## config.mk

```make
export PLATFORM = sky130hd
export DESIGN_NAME = sinc_decimation_filter
export DESIGN_NICKNAME = d
export VERILOG_FILES = /design/src/hdl/sinc_pkg.sv /design/src/hdl/comb_if.sv /design/src/hdl/comb_stage.sv /design/src/hdl/sinc_decimation_filter.sv
export VERILOG_INCLUDE_DIRS = /design/src /design/src/hdl
export SDC_FILE = /design/constraint.sdc
export NUM_CORES = 1
export LEC_CHECK = 0
export ABC_AREA = 0
export BUFFER_PORTS_ARGS = -buffer_cell sky130_fd_sc_hd__buf_4
export CAP_MARGIN = 30
export CELL_PAD_IN_SITES_DETAIL_PLACEMENT = 1
export CELL_PAD_IN_SITES_GLOBAL_PLACEMENT = 2
export CORE_MARGIN = 2
export CORE_UTILIZATION = 34
export CTS_BUF_LIST = sky130_fd_sc_hd__clkbuf_4 sky130_fd_sc_hd__clkbuf_8 sky130_fd_sc_hd__clkbuf_16
export DETAILED_ROUTE_END_ITERATION = 16
export GPL_TIMING_DRIVEN = 0
export PLACE_DENSITY = 0.83
export SYNTH_ARGS = -nofsm -noshare
export SYNTH_HDL_FRONTEND = slang
export SYNTH_HIERARCHICAL = 1
export SYNTH_SLANG_ARGS = --single-unit
```

## constraint.sdc

```tcl
create_clock -name i_clk -period 4.84 [get_ports i_clk]
set_input_delay 0.242 -clock i_clk [delete_from_list [all_inputs] [get_ports i_clk]]
set_output_delay 0.242 -clock i_clk [all_outputs]
set_load 0.03 [all_outputs]
```

## src/hdl/sinc_defines.svh

```systemverilog
// constants of the sinc decimation filter: offsets, fields, reset values, counts
`ifndef SINC_DEFINES_SVH
`define SINC_DEFINES_SVH

// ----------------------------------------------------------------------------
// widths
// ----------------------------------------------------------------------------
`define SINC_WORD_W      32
`define SINC_CNT_W       11
`define SINC_ADR_W       8

// ----------------------------------------------------------------------------
// register word indices (byte address = index * 4)
// ----------------------------------------------------------------------------
`define SINC_IDX_SETUP   6'h00
`define SINC_IDX_STATUS  6'h01
`define SINC_IDX_DATA    6'h02

// ----------------------------------------------------------------------------
// setup register layout and reset value
// ----------------------------------------------------------------------------
`define SINC_SETUP_RESET 9'h004
`define SINC_CFG_MASK    9'h0FC
`define SINC_LANE0_HI    7
`define SINC_LANE1_BIT   8
`define SINC_SETUP_HI    8
`define SINC_STATUS_PAD  28'h0000000
`define SINC_RDATA_PAD   23'h000000
`define SINC_ZERO_WORD   32'h00000000
`define SINC_ONE_WORD    32'h00000001

// ----------------------------------------------------------------------------
// decimation factors per notch setting, divided by the multiplier
// ----------------------------------------------------------------------------
`define SINC_N_FS0       11'h600
`define SINC_N_FS1       11'h500
`define SINC_N_FS2       11'h100
`define SINC_N_FS3       11'h080
`define SINC_CNT_ONE     11'h001
`define SINC_CNT_ZERO    11'h000

// ----------------------------------------------------------------------------
// settling, in output words
// ----------------------------------------------------------------------------
`define SINC_SETTLE_SINC3 2'h3
`define SINC_SETTLE_SINC1 2'h1
`define SINC_SETTLE_ONE   2'h1
`define SINC_SETTLE_ZERO  2'h0

`endif

```

## src/hdl/sinc_pkg.sv

```systemverilog
// types shared by the sinc decimation filter modules
package sinc_pkg;
  `include "sinc_defines.svh"

  typedef logic [`SINC_WORD_W-1:0] word_t;
  typedef logic [`SINC_CNT_W-1:0]  cnt_t;

  // setup register, msb first: bit 8 down to bit 0
  typedef struct packed {
    logic filter_sync_hold;
    logic notch_select_hi;
    logic notch_select_lo;
    logic rate_multiplier_hi;
    logic rate_multiplier_lo;
    logic input_halving_enable;
    logic master_rate_high;
    logic modulator_bypass;
    logic fast_select;
  } setup_t;

  // whole state of the filter core
  typedef struct packed {
    setup_t     setup;
    logic       ack;
    word_t      rdata;
    logic       presc;
    logic       tick;
    cnt_t       dec_cnt;
    word_t      int1;
    word_t      int2;
    word_t      int3;
    word_t      result;
    logic [1:0] settle;
    logic       settled;
    logic       valid;
    logic       serial;
  } core_t;

  // state of one comb stage
  typedef struct packed {
    word_t delay;
  } comb_state_t;
endpackage

```

## src/hdl/comb_if.sv

```systemverilog
// carrier between the filter core and one comb stage
`timescale 1ns/1ps
interface comb_if;
  import sinc_pkg::*;
  logic  load;
  logic  clear;
  word_t din;
  word_t dout;
  modport stage (input load, input clear, input din, output dout);
  modport feed  (output load, output clear, output din, input dout);
endinterface

```

## src/hdl/comb_stage.sv

```systemverilog
// one differentiator stage of the decimator, run at the output word rate
`timescale 1ns/1ps
`include "sinc_defines.svh"
module comb_stage (
  // clock and reset
  input  wire logic   i_clk,
  input  wire logic   i_resetn,
  // stage signals
  comb_if.stage       port_c
);
  import sinc_pkg::*;

  comb_state_t st_reg;
  comb_state_t st_next;

  // ----------------------------------------------------------------------------
  // difference against the word one period back
  // ----------------------------------------------------------------------------
  // modular subtraction is exact as long as the word holds n cubed
  assign port_c.dout = port_c.din - st_reg.delay;

  // next delay value
  always_comb begin
    st_next = st_reg;
    if (port_c.clear) begin
      st_next.delay = `SINC_ZERO_WORD;
    end else if (port_c.load) begin
      st_next.delay = port_c.din;
    end
  end

  // state register
  always_ff @(posedge i_clk or negedge i_resetn) begin
    if (!i_resetn) begin
      st_reg <= '0;
    end else begin
      st_reg <= st_next;
    end
  end
endmodule

```

## src/hdl/sinc_decimation_filter.sv

```systemverilog
// sinc1 / sinc3 decimation filter with classic wishbone register slave
// What this block does
// - filter and decimate the 1-bit stream, one word per period, sinc1 or sinc3
// - in sinc1 mode the result is settled after a single word period
// - fast select set gives sinc1, cleared gives the default sinc3
// - leaving sinc1 for sinc3 drops valid; it returns after three periods
// - bypass set sends the raw modulator bits straight to serial out
// - sinc3 is three cascaded moving sums of n samples
// - one output word per n modulator bits
// - output word rate equals first notch, notches at its multiples
// - sinc3 cutoff is a fixed fraction of the first notch
// - notch attenuation beyond 100dB, so arithmetic keeps full precision
// - rate, prescaler, multiplier and notch bits jointly set the rate
// - notch bits only scale the notches, response shape unchanged
// - synchronised start gives a settled sinc3 word after three periods
// - master rate bit selects low or high master clock, high at reset
// - prescaler enable halves the incoming clock for the internal clock
//
// The Wishbone interface to the registers and the address map were chosen for this implementation.
`timescale 1ns/1ps
`include "sinc_defines.svh"
module sinc_decimation_filter (
  // clock and reset
  input  wire logic                  i_clk,
  input  wire logic                  i_resetn,
  // wishbone slave
  input  wire logic                  i_wb_cyc,
  input  wire logic                  i_wb_stb,
  input  wire logic                  i_wb_we,
  input  wire logic [7:0]            i_wb_adr,
  input  wire logic [3:0]            i_wb_sel,
  input  wire sinc_pkg::word_t       i_wb_dat,
  output logic                       o_wb_ack,
  output sinc_pkg::word_t            o_wb_dat,
  // modulator side
  input  wire logic                  i_mod_bit,
  output logic                       o_sample_strobe,
  output logic                       o_master_rate_high,
  // result side
  output sinc_pkg::word_t            o_result,
  output logic                       o_result_valid,
  output logic                       o_serial_data
);
  import sinc_pkg::*;

  // ----------------------------------------------------------------------------
  // state and comb chain
  // ----------------------------------------------------------------------------
  core_t  st_reg;
  core_t  st_next;
  comb_if cif[4] ();

  // decoded request and derived terms
  logic   req;
  logic   wr_setup;
  logic   rd_data;
  setup_t wr_value;
  logic   restart;
  logic   last;
  cnt_t   n_base;
  cnt_t   n_cur;
  cnt_t   n_last;
  logic [1:0] settle_inc;
  logic [1:0] settle_need;
  logic   word_settled;
  word_t  sample;

  // ----------------------------------------------------------------------------
  // bus decode
  // ----------------------------------------------------------------------------
  // ack stays low for a cycle between requests, so each access is taken once
  assign req      = i_wb_cyc && i_wb_stb && !st_reg.ack;
  assign wr_setup = req && i_wb_we && (i_wb_adr[7:2] == `SINC_IDX_SETUP);
  assign rd_data  = req && !i_wb_we && (i_wb_adr[7:2] == `SINC_IDX_DATA);

  // byte-lane merge of a setup write
  always_comb begin
    wr_value = st_reg.setup;
    if (i_wb_sel[0]) begin
      wr_value[`SINC_LANE0_HI:0] = i_wb_dat[`SINC_LANE0_HI:0];
    end
    if (i_wb_sel[1]) begin
      wr_value[`SINC_LANE1_BIT] = i_wb_dat[`SINC_LANE1_BIT];
    end
  end

  // ----------------------------------------------------------------------------
  // decimation factor
  // ----------------------------------------------------------------------------
  // the notch bits pick n, the multiplier divides it; the same boxcar shape
  // is kept, so cutoff and notch depth track the word rate
  always_comb begin
    case ({st_reg.setup.notch_select_hi, st_reg.setup.notch_select_lo})
      2'h0:    n_base = `SINC_N_FS0;
      2'h1:    n_base = `SINC_N_FS1;
      2'h2:    n_base = `SINC_N_FS2;
      2'h3:    n_base = `SINC_N_FS3;
      default: n_base = `SINC_N_FS0;
    endcase
  end

  assign n_cur  = n_base >> {st_reg.setup.rate_multiplier_hi,
                             st_reg.setup.rate_multiplier_lo};
  assign n_last = n_cur - `SINC_CNT_ONE;
  // word boundary: first notch lands on the output word rate
  assign last   = st_reg.tick && (st_reg.dec_cnt == n_last);

  // ----------------------------------------------------------------------------
  // restart of settling
  // ----------------------------------------------------------------------------
  // clearing the whole chain makes the first words start from a known state,
  // which is what a synchronised start relies on
  assign restart = (wr_setup && (((wr_value ^ st_reg.setup) & `SINC_CFG_MASK) != '0))
                || (wr_setup && st_reg.setup.fast_select && !wr_value.fast_select)
                || st_reg.setup.filter_sync_hold;

  assign settle_need = st_reg.setup.fast_select ? `SINC_SETTLE_SINC1
                                                : `SINC_SETTLE_SINC3;
  assign settle_inc  = (st_reg.settle == `SINC_SETTLE_SINC3) ? st_reg.settle
                     : st_reg.settle + `SINC_SETTLE_ONE;
  assign word_settled = last && !restart && (settle_inc >= settle_need);
  assign sample = i_mod_bit ? `SINC_ONE_WORD : `SINC_ZERO_WORD;

  // ----------------------------------------------------------------------------
  // comb chain hookup: three stages for sinc3, one stage on the first sum
  // ----------------------------------------------------------------------------
  assign cif[0].din = st_reg.int3;
  assign cif[1].din = cif[0].dout;
  assign cif[2].din = cif[1].dout;
  assign cif[3].din = st_reg.int1;

  genvar gi;
  generate
    for (gi = 0; gi < 4; gi++) begin : g_comb
      assign cif[gi].load  = last;
      assign cif[gi].clear = restart;
      comb_stage u_comb (
        .i_clk    (i_clk),
        .i_resetn (i_resetn),
        .port_c   (cif[gi])
      );
    end
  endgenerate

  // ----------------------------------------------------------------------------
  // next state
  // ----------------------------------------------------------------------------
  always_comb begin
    st_next = st_reg;

    // bus answer one cycle after the request
    st_next.ack = req;
    if (req) begin
      case (i_wb_adr[7:2])
        `SINC_IDX_SETUP:  st_next.rdata = {`SINC_RDATA_PAD, st_reg.setup};
        `SINC_IDX_STATUS: st_next.rdata = {`SINC_STATUS_PAD, st_reg.settle,
                                           st_reg.settled, st_reg.valid};
        `SINC_IDX_DATA:   st_next.rdata = st_reg.result;
        default:          st_next.rdata = `SINC_ZERO_WORD;
      endcase
    end
    if (wr_setup) begin
      st_next.setup = wr_value;
    end

    // internal clock tick, halved when the prescaler is on
    st_next.presc = st_reg.setup.input_halving_enable ? !st_reg.presc : 1'b0;
    st_next.tick  = st_reg.setup.input_halving_enable ? !st_reg.presc : 1'b1;

    // raw modulator bits straight out while bypassed
    if (st_reg.tick) begin
      st_next.serial = st_reg.setup.modulator_bypass && i_mod_bit;
    end

    // integrators: modular sums, exact for n cubed inside 32 bits
    if (st_reg.tick) begin
      st_next.int1 = st_reg.int1 + sample;
      st_next.int2 = st_reg.int2 + st_reg.int1;
      st_next.int3 = st_reg.int3 + st_reg.int2;
      st_next.dec_cnt = last ? `SINC_CNT_ZERO : st_reg.dec_cnt + `SINC_CNT_ONE;
    end

    // one word per period, sinc1 or sinc3 as selected
    if (last) begin
      st_next.result = st_reg.setup.fast_select ? cif[3].dout : cif[2].dout;
      st_next.settle = settle_inc;
    end
    if (word_settled) begin
      st_next.settled = 1'b1;
    end

    // valid: a new settled word wins over a read that clears it
    if (word_settled) begin
      st_next.valid = 1'b1;
    end else if (rd_data) begin
      st_next.valid = 1'b0;
    end

    // restart drops sums, counter, settle count and flags back to the unsettled start; the result word is not cleared, and still loads on a coinciding word boundary
    if (restart) begin
      // the sample taken at a restart edge with a tick opens the first window, so
      // word one holds a full n samples; a restart edge without a tick gives n - 1
      st_next.int1    = st_reg.tick ? sample : `SINC_ZERO_WORD;
      st_next.int2    = `SINC_ZERO_WORD;
      st_next.int3    = `SINC_ZERO_WORD;
      st_next.dec_cnt = `SINC_CNT_ZERO;
      st_next.settle  = `SINC_SETTLE_ZERO;
      st_next.settled = 1'b0;
      st_next.valid   = 1'b0;
    end
  end

  // ----------------------------------------------------------------------------
  // state register
  // ----------------------------------------------------------------------------
  always_ff @(posedge i_clk or negedge i_resetn) begin
    if (!i_resetn) begin
      st_reg       <= '0;
      st_reg.setup <= `SINC_SETUP_RESET;
    end else begin
      st_reg <= st_next;
    end
  end

  // outputs, all straight from the state register
  assign o_wb_ack           = st_reg.ack;
  assign o_wb_dat           = st_reg.rdata;
  assign o_sample_strobe    = st_reg.tick;
  assign o_master_rate_high = st_reg.setup.master_rate_high;
  assign o_result           = st_reg.result;
  assign o_result_valid     = st_reg.valid;
  assign o_serial_data      = st_reg.serial;
endmodule

```

==> results of run 1 <==
-- logic make-up (layout without fill, tap and decap cells) --
kind of cell,Yosys count,after routing,synth area share (%)
multiplexers,220,220,8.98
XOR/XNOR,191,191,6.75
buffers and inverters,380,644,6.86
adder cells (fa/ha/maj),202,202,10.4
AND/OR/NAND/NOR,845,845,15.9
flip-flops,316,316,31.9
AO/OA/AOI/OAI,706,706,19.3
-- cell type report --
type | instances | area [um^2]
Fill cell | 8369 | 41700
Multi-Input combinational cell | 2164 | 16900
Sequential cell | 316 | 7920
Timing Repair Buffer | 202 | 1700
Clock buffer | 60 | 1220
Tap cell | 959 | 1200
Buffer | 171 | 943
Inverter | 195 | 732
Clock inverter | 16 | 255
-- layer usage --
metal	routed length (um)	track usage (%)	share of wire, %	vias to the layer above
met5	0	0	0	-
met4	2930	7.88	3.4	0
met3	2430	1.93	2.9	141
met2	41400	38.0	49	358
met1	38100	28.4	45	11000
li1	-	-	-	10500
-- worst max path at each step --
stage	end	cells after the start
6_report	o_result[28]	27
5_1_grt	o_result[28]	30
4_1_cts	o_result[28]	27
3_5_place_dp	o_result[30]	24
3_3_place_gp	o_result[18]	23
2_1_floorplan	o_result[30]	27
-- critical path: stages, from the launching register on --
cell and delay (ns):
dfrtp_1 0.40, ha_4 0.17, fa_2 0.37, nor2b_4 0.15, o2111ai_4 0.14, a21oi_2 0.18, o21bai_1 0.11, a21boi_2 0.25
buf_4 0.16, nand2_4 0.04, o311ai_4 0.14, ha_4 0.29, buf_4 0.14, a21oi_2 0.33, nand2_2 0.13, o21ai_4 0.21
xnor2_2 0.15, ha_1 0.27, buf_4 0.19, a2111oi_4 0.37, o21ai_1 0.12, o21a_1 0.17, a31o_4 0.27, a2111oi_4 0.42
o31ai_2 0.14, xor2_2 0.28, mux2i_1 0.14, a21oi_1 0.15
-- cell usage after synthesis (8+ instances only) --
cell type | number | share of area, %
a211oi_1 | 16 | 0.48
mux2_2 | 10 | 0.45
xor2_1 | 89 | 3.1
nor2b_1 | 23 | 0.58
nand2_1 | 189 | 2.9
ha_1 | 196 | 9.9
a21boi_0 | 12 | 0.36
nor3_1 | 34 | 0.69
o311ai_0 | 9 | 0.32
dfrtp_1 | 315 | 32
a21o_1 | 85 | 2.6
nand2b_1 | 45 | 1.1
a21oi_1 | 198 | 4.0
buf_1 | 15 | 0.23
or3_1 | 18 | 0.45
buf_4 | 65 | 2.0
o21ai_1 | 16 | 0.32
buf_2 | 24 | 0.48
a22o_1 | 27 | 0.95
a21oi_2 | 8 | 0.28
a2111oi_0 | 11 | 0.39
and4_1 | 8 | 0.28
nand3b_1 | 12 | 0.36
mux2i_1 | 209 | 8.4
nand4_1 | 52 | 1.3
o311ai_1 | 8 | 0.28
o21bai_1 | 26 | 0.79
o211ai_1 | 10 | 0.30
o21a_1 | 35 | 1.1
o21ai_0 | 132 | 2.7
clkbuf_1 | 81 | 1.2
inv_1 | 195 | 3.0
o22ai_1 | 8 | 0.20
nor2_1 | 360 | 5.4
a31oi_1 | 16 | 0.40
o2111ai_1 | 12 | 0.42
xnor2_1 | 102 | 3.6
nand3_1 | 44 | 0.89
and3_1 | 25 | 0.63
-- stage by stage --
stage | setup WS (ns) | hold WS (ns) | instances | util (%)
detailed placement | -1.91 | 0.142 | 3915 | 37.0
floorplan | -0.226 | -0.0536 | 2860 | -
finish | -1.13 | 0.118 | 4083 | 42.6
global placement | -1.84 | 0.415 | 3909 | 36.8
global route | -1.34 | 0.136 | 4083 | 42.6
CTS | -0.949 | 0.114 | 4045 | 41.3
-- repair_timing --
action	4_1_cts	5_1_grt
pin swaps	81	103
setup endpoints to repair	119	108
buffers inserted	50	47
hold buffers	12	0
endpoints found under the hold margin	213	0
gates resized for setup	217	138
==> results by group, run 1 <==
Finish
  • Post-layout instance area: 30900 um^2
  • Share of cells above drive strength 1: 20.6%
  • Post-synthesis to final-layout area growth: 24.6%
  • Total Nets Final: 3344
  • Leading cell type in the layout, fill and taps excluded: nor2_1
  • Flip-flop count of the largest register after layout: 128
  • Number of antenna diodes: 0
  • Most frequent cells in the layout: 343 x nor2_1, 304 x dfrtp_1, 234 x buf_4, 209 x mux2i_1, 191 x inv_1

Yosys
  • Post-synthesis async set-or-reset flop share: 100%
  • Cell area after synthesis: 24800 um^2
  • FF+latch count, synth: 316
  • Count of warnings emitted by yosys: 6
  • Synthesized netlist cell count: 2860
  • Unique cell type count in the Yosys netlist: 83
  • EDFF count, synth: 0
  • Share of synthesized area occupied by flip-flops and latches: 31.9%
  • Avg Synthesized Cell Area: 8.67 um^2
  • Main synth FF type: dfrtp_1
  • Post-synthesis net count: 3112

Placement
  • GP Congestion: 0.877
  • Estimated wirelength of the detail-placed design: 63200 um
  • Number of buffers added on ports: 90
  • Dpl cell area: 26900 um^2

Min path
  • Hold Path Cell Cnt: 3
  • Worst hold path endpoint: o_result_valid
  • Worst hold-check path type: input pin to flip-flop
  • Start point of the worst min-delay path: i_wb_we

Clocking
  • CTS tree: built
  • Clock network latency to the later pin of the worst-skew pair: 0.58 ns
  • # H-tree levels: 2
  • Cell at the root of the clock tree: clkbuf_16
  • TritonCTS Sinks: 316
  • Number of buffers created by CTS: 42
  • Bufs on Longest Clock Path: 3
  • Clock-pin slew of the registers on the worst-case setup and hold paths: 0.06 ns

Timing
  • Final worst-path setup slack: -1.13 ns
  • Setup repair after global routing missed its margin: true
  • Post-route fraction of the period consumed by the critical path: 123%
  • Max-slew headroom at the worst pin: 36.0%
  • Pin slew with the least headroom to its limit: 0.959 ns
  • Final Hold Vio Count: 0
  • Min Clock Period, post-route: 5.97 ns
  • Upper clock frequency limit: 0.167 GHz
  • Setup violations, final: 19
  • Slew Limit Fails: 0
  • Setup tns final: -13.31 ns
  • Post-route clock skew: 0.0163 ns

Global route
  • First-pass GRT wire length: 131000 um
  • Number of antenna violations at the first check in global routing: 1
  • Tot GR Track Use: 21.9%
  • Largest net degree at the start of global routing: 97
  • Via count of the first global-routing pass: 23400
  • Leftover overflow at the end of global routing: 0

Drt
  • Wire length per cell: 20.8 um
  • Count of nets left with antenna violations after detail routing: 0
  • Detailed-route wire length: 84900 um
  • Drt initial violations: 1025
  • Number of iterations in the first detailed-routing pass: 5
  • Drc violations: 0
  • Routed via count divided by cell count: 5.39
  • Vias after detailed routing: 22000

Critical path
  • R2R setup slack: -1.13 ns
  • Critical path data arrival time: 6.48 ns
  • Length in cells of the worst reg-to-reg path: 27
  • First element of the critical path: g_comb[0].u_comb/st_reg[0]
  • Critical path endpoint category: flip-flop
  • CP required: 5.35 ns
  • Origin of the critical flop-to-flop path: g_comb[0].u_comb/st_reg[0]
  • Element type at the critical path start: flip-flop
  • Startpoint-to-endpoint class of the critical path: flip-flop to flip-flop
  • Crit path max fanout: 9
  • Reg-to-reg critical path endpoint: o_result[28]

Run status
  • Violations in the final reports: setup timing
  • Result of the run: finished, violations left

Die
  • Number of top-level pins: 119
  • Std-Cell Rows: 99
  • Effective utilization at floorplan: 34.2%
  • Die footprint: 75100 um^2
  • Standard cell core area: 72600 um^2
  • Width of the chip: 274 um
  • Die height: 274 um

Job
  • Number of max-capacitance violations reported: 0
Power of run 1 is not shown: default switching activity piles up to over one toggle a cycle in this logic, so the estimate is an artifact.
==> run 2: changes to the inputs <==
PLACE_DENSITY = unset   (was 0.83)
PLACE_DENSITY_LB_ADDON = 0.12   (was unset)
==> run 2 against run 1 <==
  * The run still ends with setup timing left
  * Critical path depth rose by 1
  * Critical path type unchanged
  * Sequential cell count did not move
  * Wire length rose by 2.5%
  * Worst hold slack got worse by 0.055 ns
  * Largest cell class unchanged
==> results by group, run 2 (synthesized netlist as in run 1, its figures left out) <==
Run status
  • Result of the run: finished, violations left (unchanged)
  • Violations in the final reports: setup timing (unchanged)

Finish
  • Flip-flop count of the largest register after layout: 128 (unchanged)
  • Most frequent cells in the layout: 342 x nor2_1, 303 x dfrtp_1, 231 x buf_4, 204 x mux2i_1, 192 x inv_1 (was 343 x nor2_1, 304 x dfrtp_1, 234 x buf_4, 209 x mux2i_1, 191 x inv_1)
  • Number of antenna diodes: 0 (unchanged)
  • Total Nets Final: 3352 (was 3344)
  • Leading cell type in the layout, fill and taps excluded: nor2_1 (unchanged)
  • Share of cells above drive strength 1: 20.9% (was 20.6%)
  • Post-synthesis to final-layout area growth: 24.8% (was 24.6%)

Placement
  • GP Congestion: 0.872 (was 0.877)
  • Estimated wirelength of the detail-placed design: 66800 um (was 63200 um)
  • Number of buffers added on ports: 90 (unchanged)

Drt
  • Wire length per cell: 21.3 um (was 20.8 um)
  • Detailed-route wire length: 87000 um (was 84900 um)
  • Count of nets left with antenna violations after detail routing: 0 (unchanged)
  • Top Layer Used: met4 (unchanged)
  • Total length of routed met3 wires: 2090 um (was 2430 um)
  • Routed via count divided by cell count: 5.33 (was 5.39)
  • Vias after detailed routing: 21800 (was 22000)
  • Drc violations: 0 (unchanged)
  • Post-Route M1 WL: 41000 um (was 38100 um)
  • Drt initial violations: 926 (was 1025)
  • Number of iterations in the first detailed-routing pass: 5 (unchanged)
  • Detailed-routed wire length on met2: 42000 um (was 41400 um)

Critical path
  • Element type at the critical path start: flip-flop (unchanged)
  • Most frequent cell on the critical path: ha_4 (was buf_4)
  • Critical path endpoint category: flip-flop (unchanged)
  • Maximum cell stage delay along the critical path: 0.44 ns (was 0.42 ns)
  • Crit path max fanout: 5 (was 9)
  • CP required: 5.30 ns (was 5.35 ns)
  • Cell with the largest stage delay on the worst path: dfrtp_2 (was a2111oi_4)
  • Startpoint-to-endpoint class of the critical path: flip-flop to flip-flop (unchanged)
  • Critical path data arrival time: 6.47 ns (was 6.48 ns)

Clocking
  • # H-tree levels: 2 (unchanged)
  • Bufs on Longest Clock Path: 3 (unchanged)
  • Number of buffers created by CTS: 43 (was 42)
  • Clock-pin slew of the registers on the worst-case setup and hold paths: 0.06 ns (about the same)
  • CTS tree: built (unchanged)
  • Cell at the root of the clock tree: clkbuf_16 (unchanged)
  • TritonCTS Sinks: 316 (unchanged)
  • Clock network latency to the later pin of the worst-skew pair: 0.59 ns (was 0.58 ns)

Global route
  • Largest net degree at the start of global routing: 109 (was 97)
  • Leftover overflow at the end of global routing: 0 (unchanged)
  • Number of antenna violations at the first check in global routing: 0 (was 1)
  • Tot GR Track Use: 22.8% (was 21.9%)
  • First-pass GRT wire length: 134000 um (was 131000 um)
  • Via count of the first global-routing pass: 22700 (was 23400)

Job
  • Number of max-capacitance violations reported: 0 (unchanged)

Die
  • Standard cell core area: 72600 um^2 (unchanged)
  • Width of the chip: 274 um (unchanged)
  • Number of top-level pins: 119 (unchanged)
  • Die footprint: 75100 um^2 (unchanged)
  • Std-Cell Rows: 99 (unchanged)
  • Die height: 274 um (unchanged)
  • Effective utilization at floorplan: 34.2% (unchanged)

Timing
  • Upper clock frequency limit: 0.167 GHz (about the same)
  • Setup tns final: -15.12 ns (was -13.31 ns)
  • Min Clock Period, post-route: 6.01 ns (was 5.97 ns)
  • Setup repair after global routing missed its margin: true (unchanged)
  • Setup violations, final: 19 (unchanged)
  • Max-slew headroom at the worst pin: 37.5% (was 36.0%)
  • Post-route clock skew: 0.0189 ns (was 0.0163 ns)
  • Final Hold Vio Count: 0 (unchanged)
  • Slew Limit Fails: 0 (unchanged)
  • Final worst-path setup slack: -1.17 ns (was -1.13 ns)
  • Pin slew with the least headroom to its limit: 0.938 ns (was 0.959 ns)
  • Final hold slack: 0.0634 ns (was 0.118 ns)
  • Post-route fraction of the period consumed by the critical path: 124% (was 123%)

Min path
  • Worst hold-check path type: input pin to flip-flop (unchanged)
## run 2: cell types whose count changed in the layout (fill, tap and decap cells not counted), moves of 4 or more
cell / delta
buf_6: +5
xnor2_4: +6
ha_4: -6
a21oi_4: -4
mux2i_2: +4
mux2i_1: -5
ha_2: +5
clkinv_2: +6
## run 2: worst paths after layout
| check | startpoint | end | slack [ns] | depth (start not counted) |
|---|---|---|---|---|
| max reg2reg | cif[0].din[0] | o_result[28] | -1.17 | 28 |
| max | cif[0].din[0] | o_result[28] | -1.17 | 28 |
| min reg2reg | st_reg[145] | st_reg[145] | 0.44 | 1 |
| min in group asynchronous | i_resetn | g_comb[2].u_comb/st_reg[30] | 0.08 | 2 |
| min | i_wb_we | o_result_valid | 0.06 | 3 |
| max in group asynchronous | i_resetn | cif[0].din[3] | 3.87 | 3 |
## run 2: layout make-up
type,count,area (um^2)
tap,959,1200
timing repair buffer,205,1740
sequential,316,7920
clock buffer,57,1230
fill,8426,41600
clock inverter,21,251
inverter,195,732
multi-input combinational,2164,16900
buffer,175,972
## run 2: critical path: cells and delay by family, from the launching register on
kind / cells / cell delay, ns
AOI/OAI and AO/OA: 16 / 3.22
xor gates and xnor gates: 2 / 0.34
adders and majority gates: 4 / 1.00
buffers and inverters: 3 / 0.34
DFF: 1 / 0.44
muxes: 1 / 0.27
and+or+nand+nor: 2 / 0.26
## run 2: per-stage QoR
step / worst slack, ns / instances / cell area, um^2 / utilization [%]
finish: -1.17 / 4092 / 30900 / 42.6
global route: -1.35 / 4092 / 30900 / 42.6
CTS: -1.17 / 4044 / 29800 / 41.1
detailed placement: -2.00 / 3913 / 26800 / 37.0
global placement: -1.97 / 3909 / 26700 / 36.8
floorplan: -0.226 / 2860 / 24900 / -
## run 2: timing repair
action	in CTS	in global routing
endpoints found under the hold margin	325	0
hold buffers	12	0
endpoints found under the setup margin	134	107
pin swaps	73	88
resized for setup	191	172
setup buffers	46	55
## run 2: routing by layer
metal | up-vias | track usage, %
li1 | 10500 | -
met1 | 10900 | 31.0
met2 | 285 | 39.0
met3 | 89 | 2.13
met4 | 0 | 5.79
met5 | - | 0
Power of run 2 is left out for the same reason.
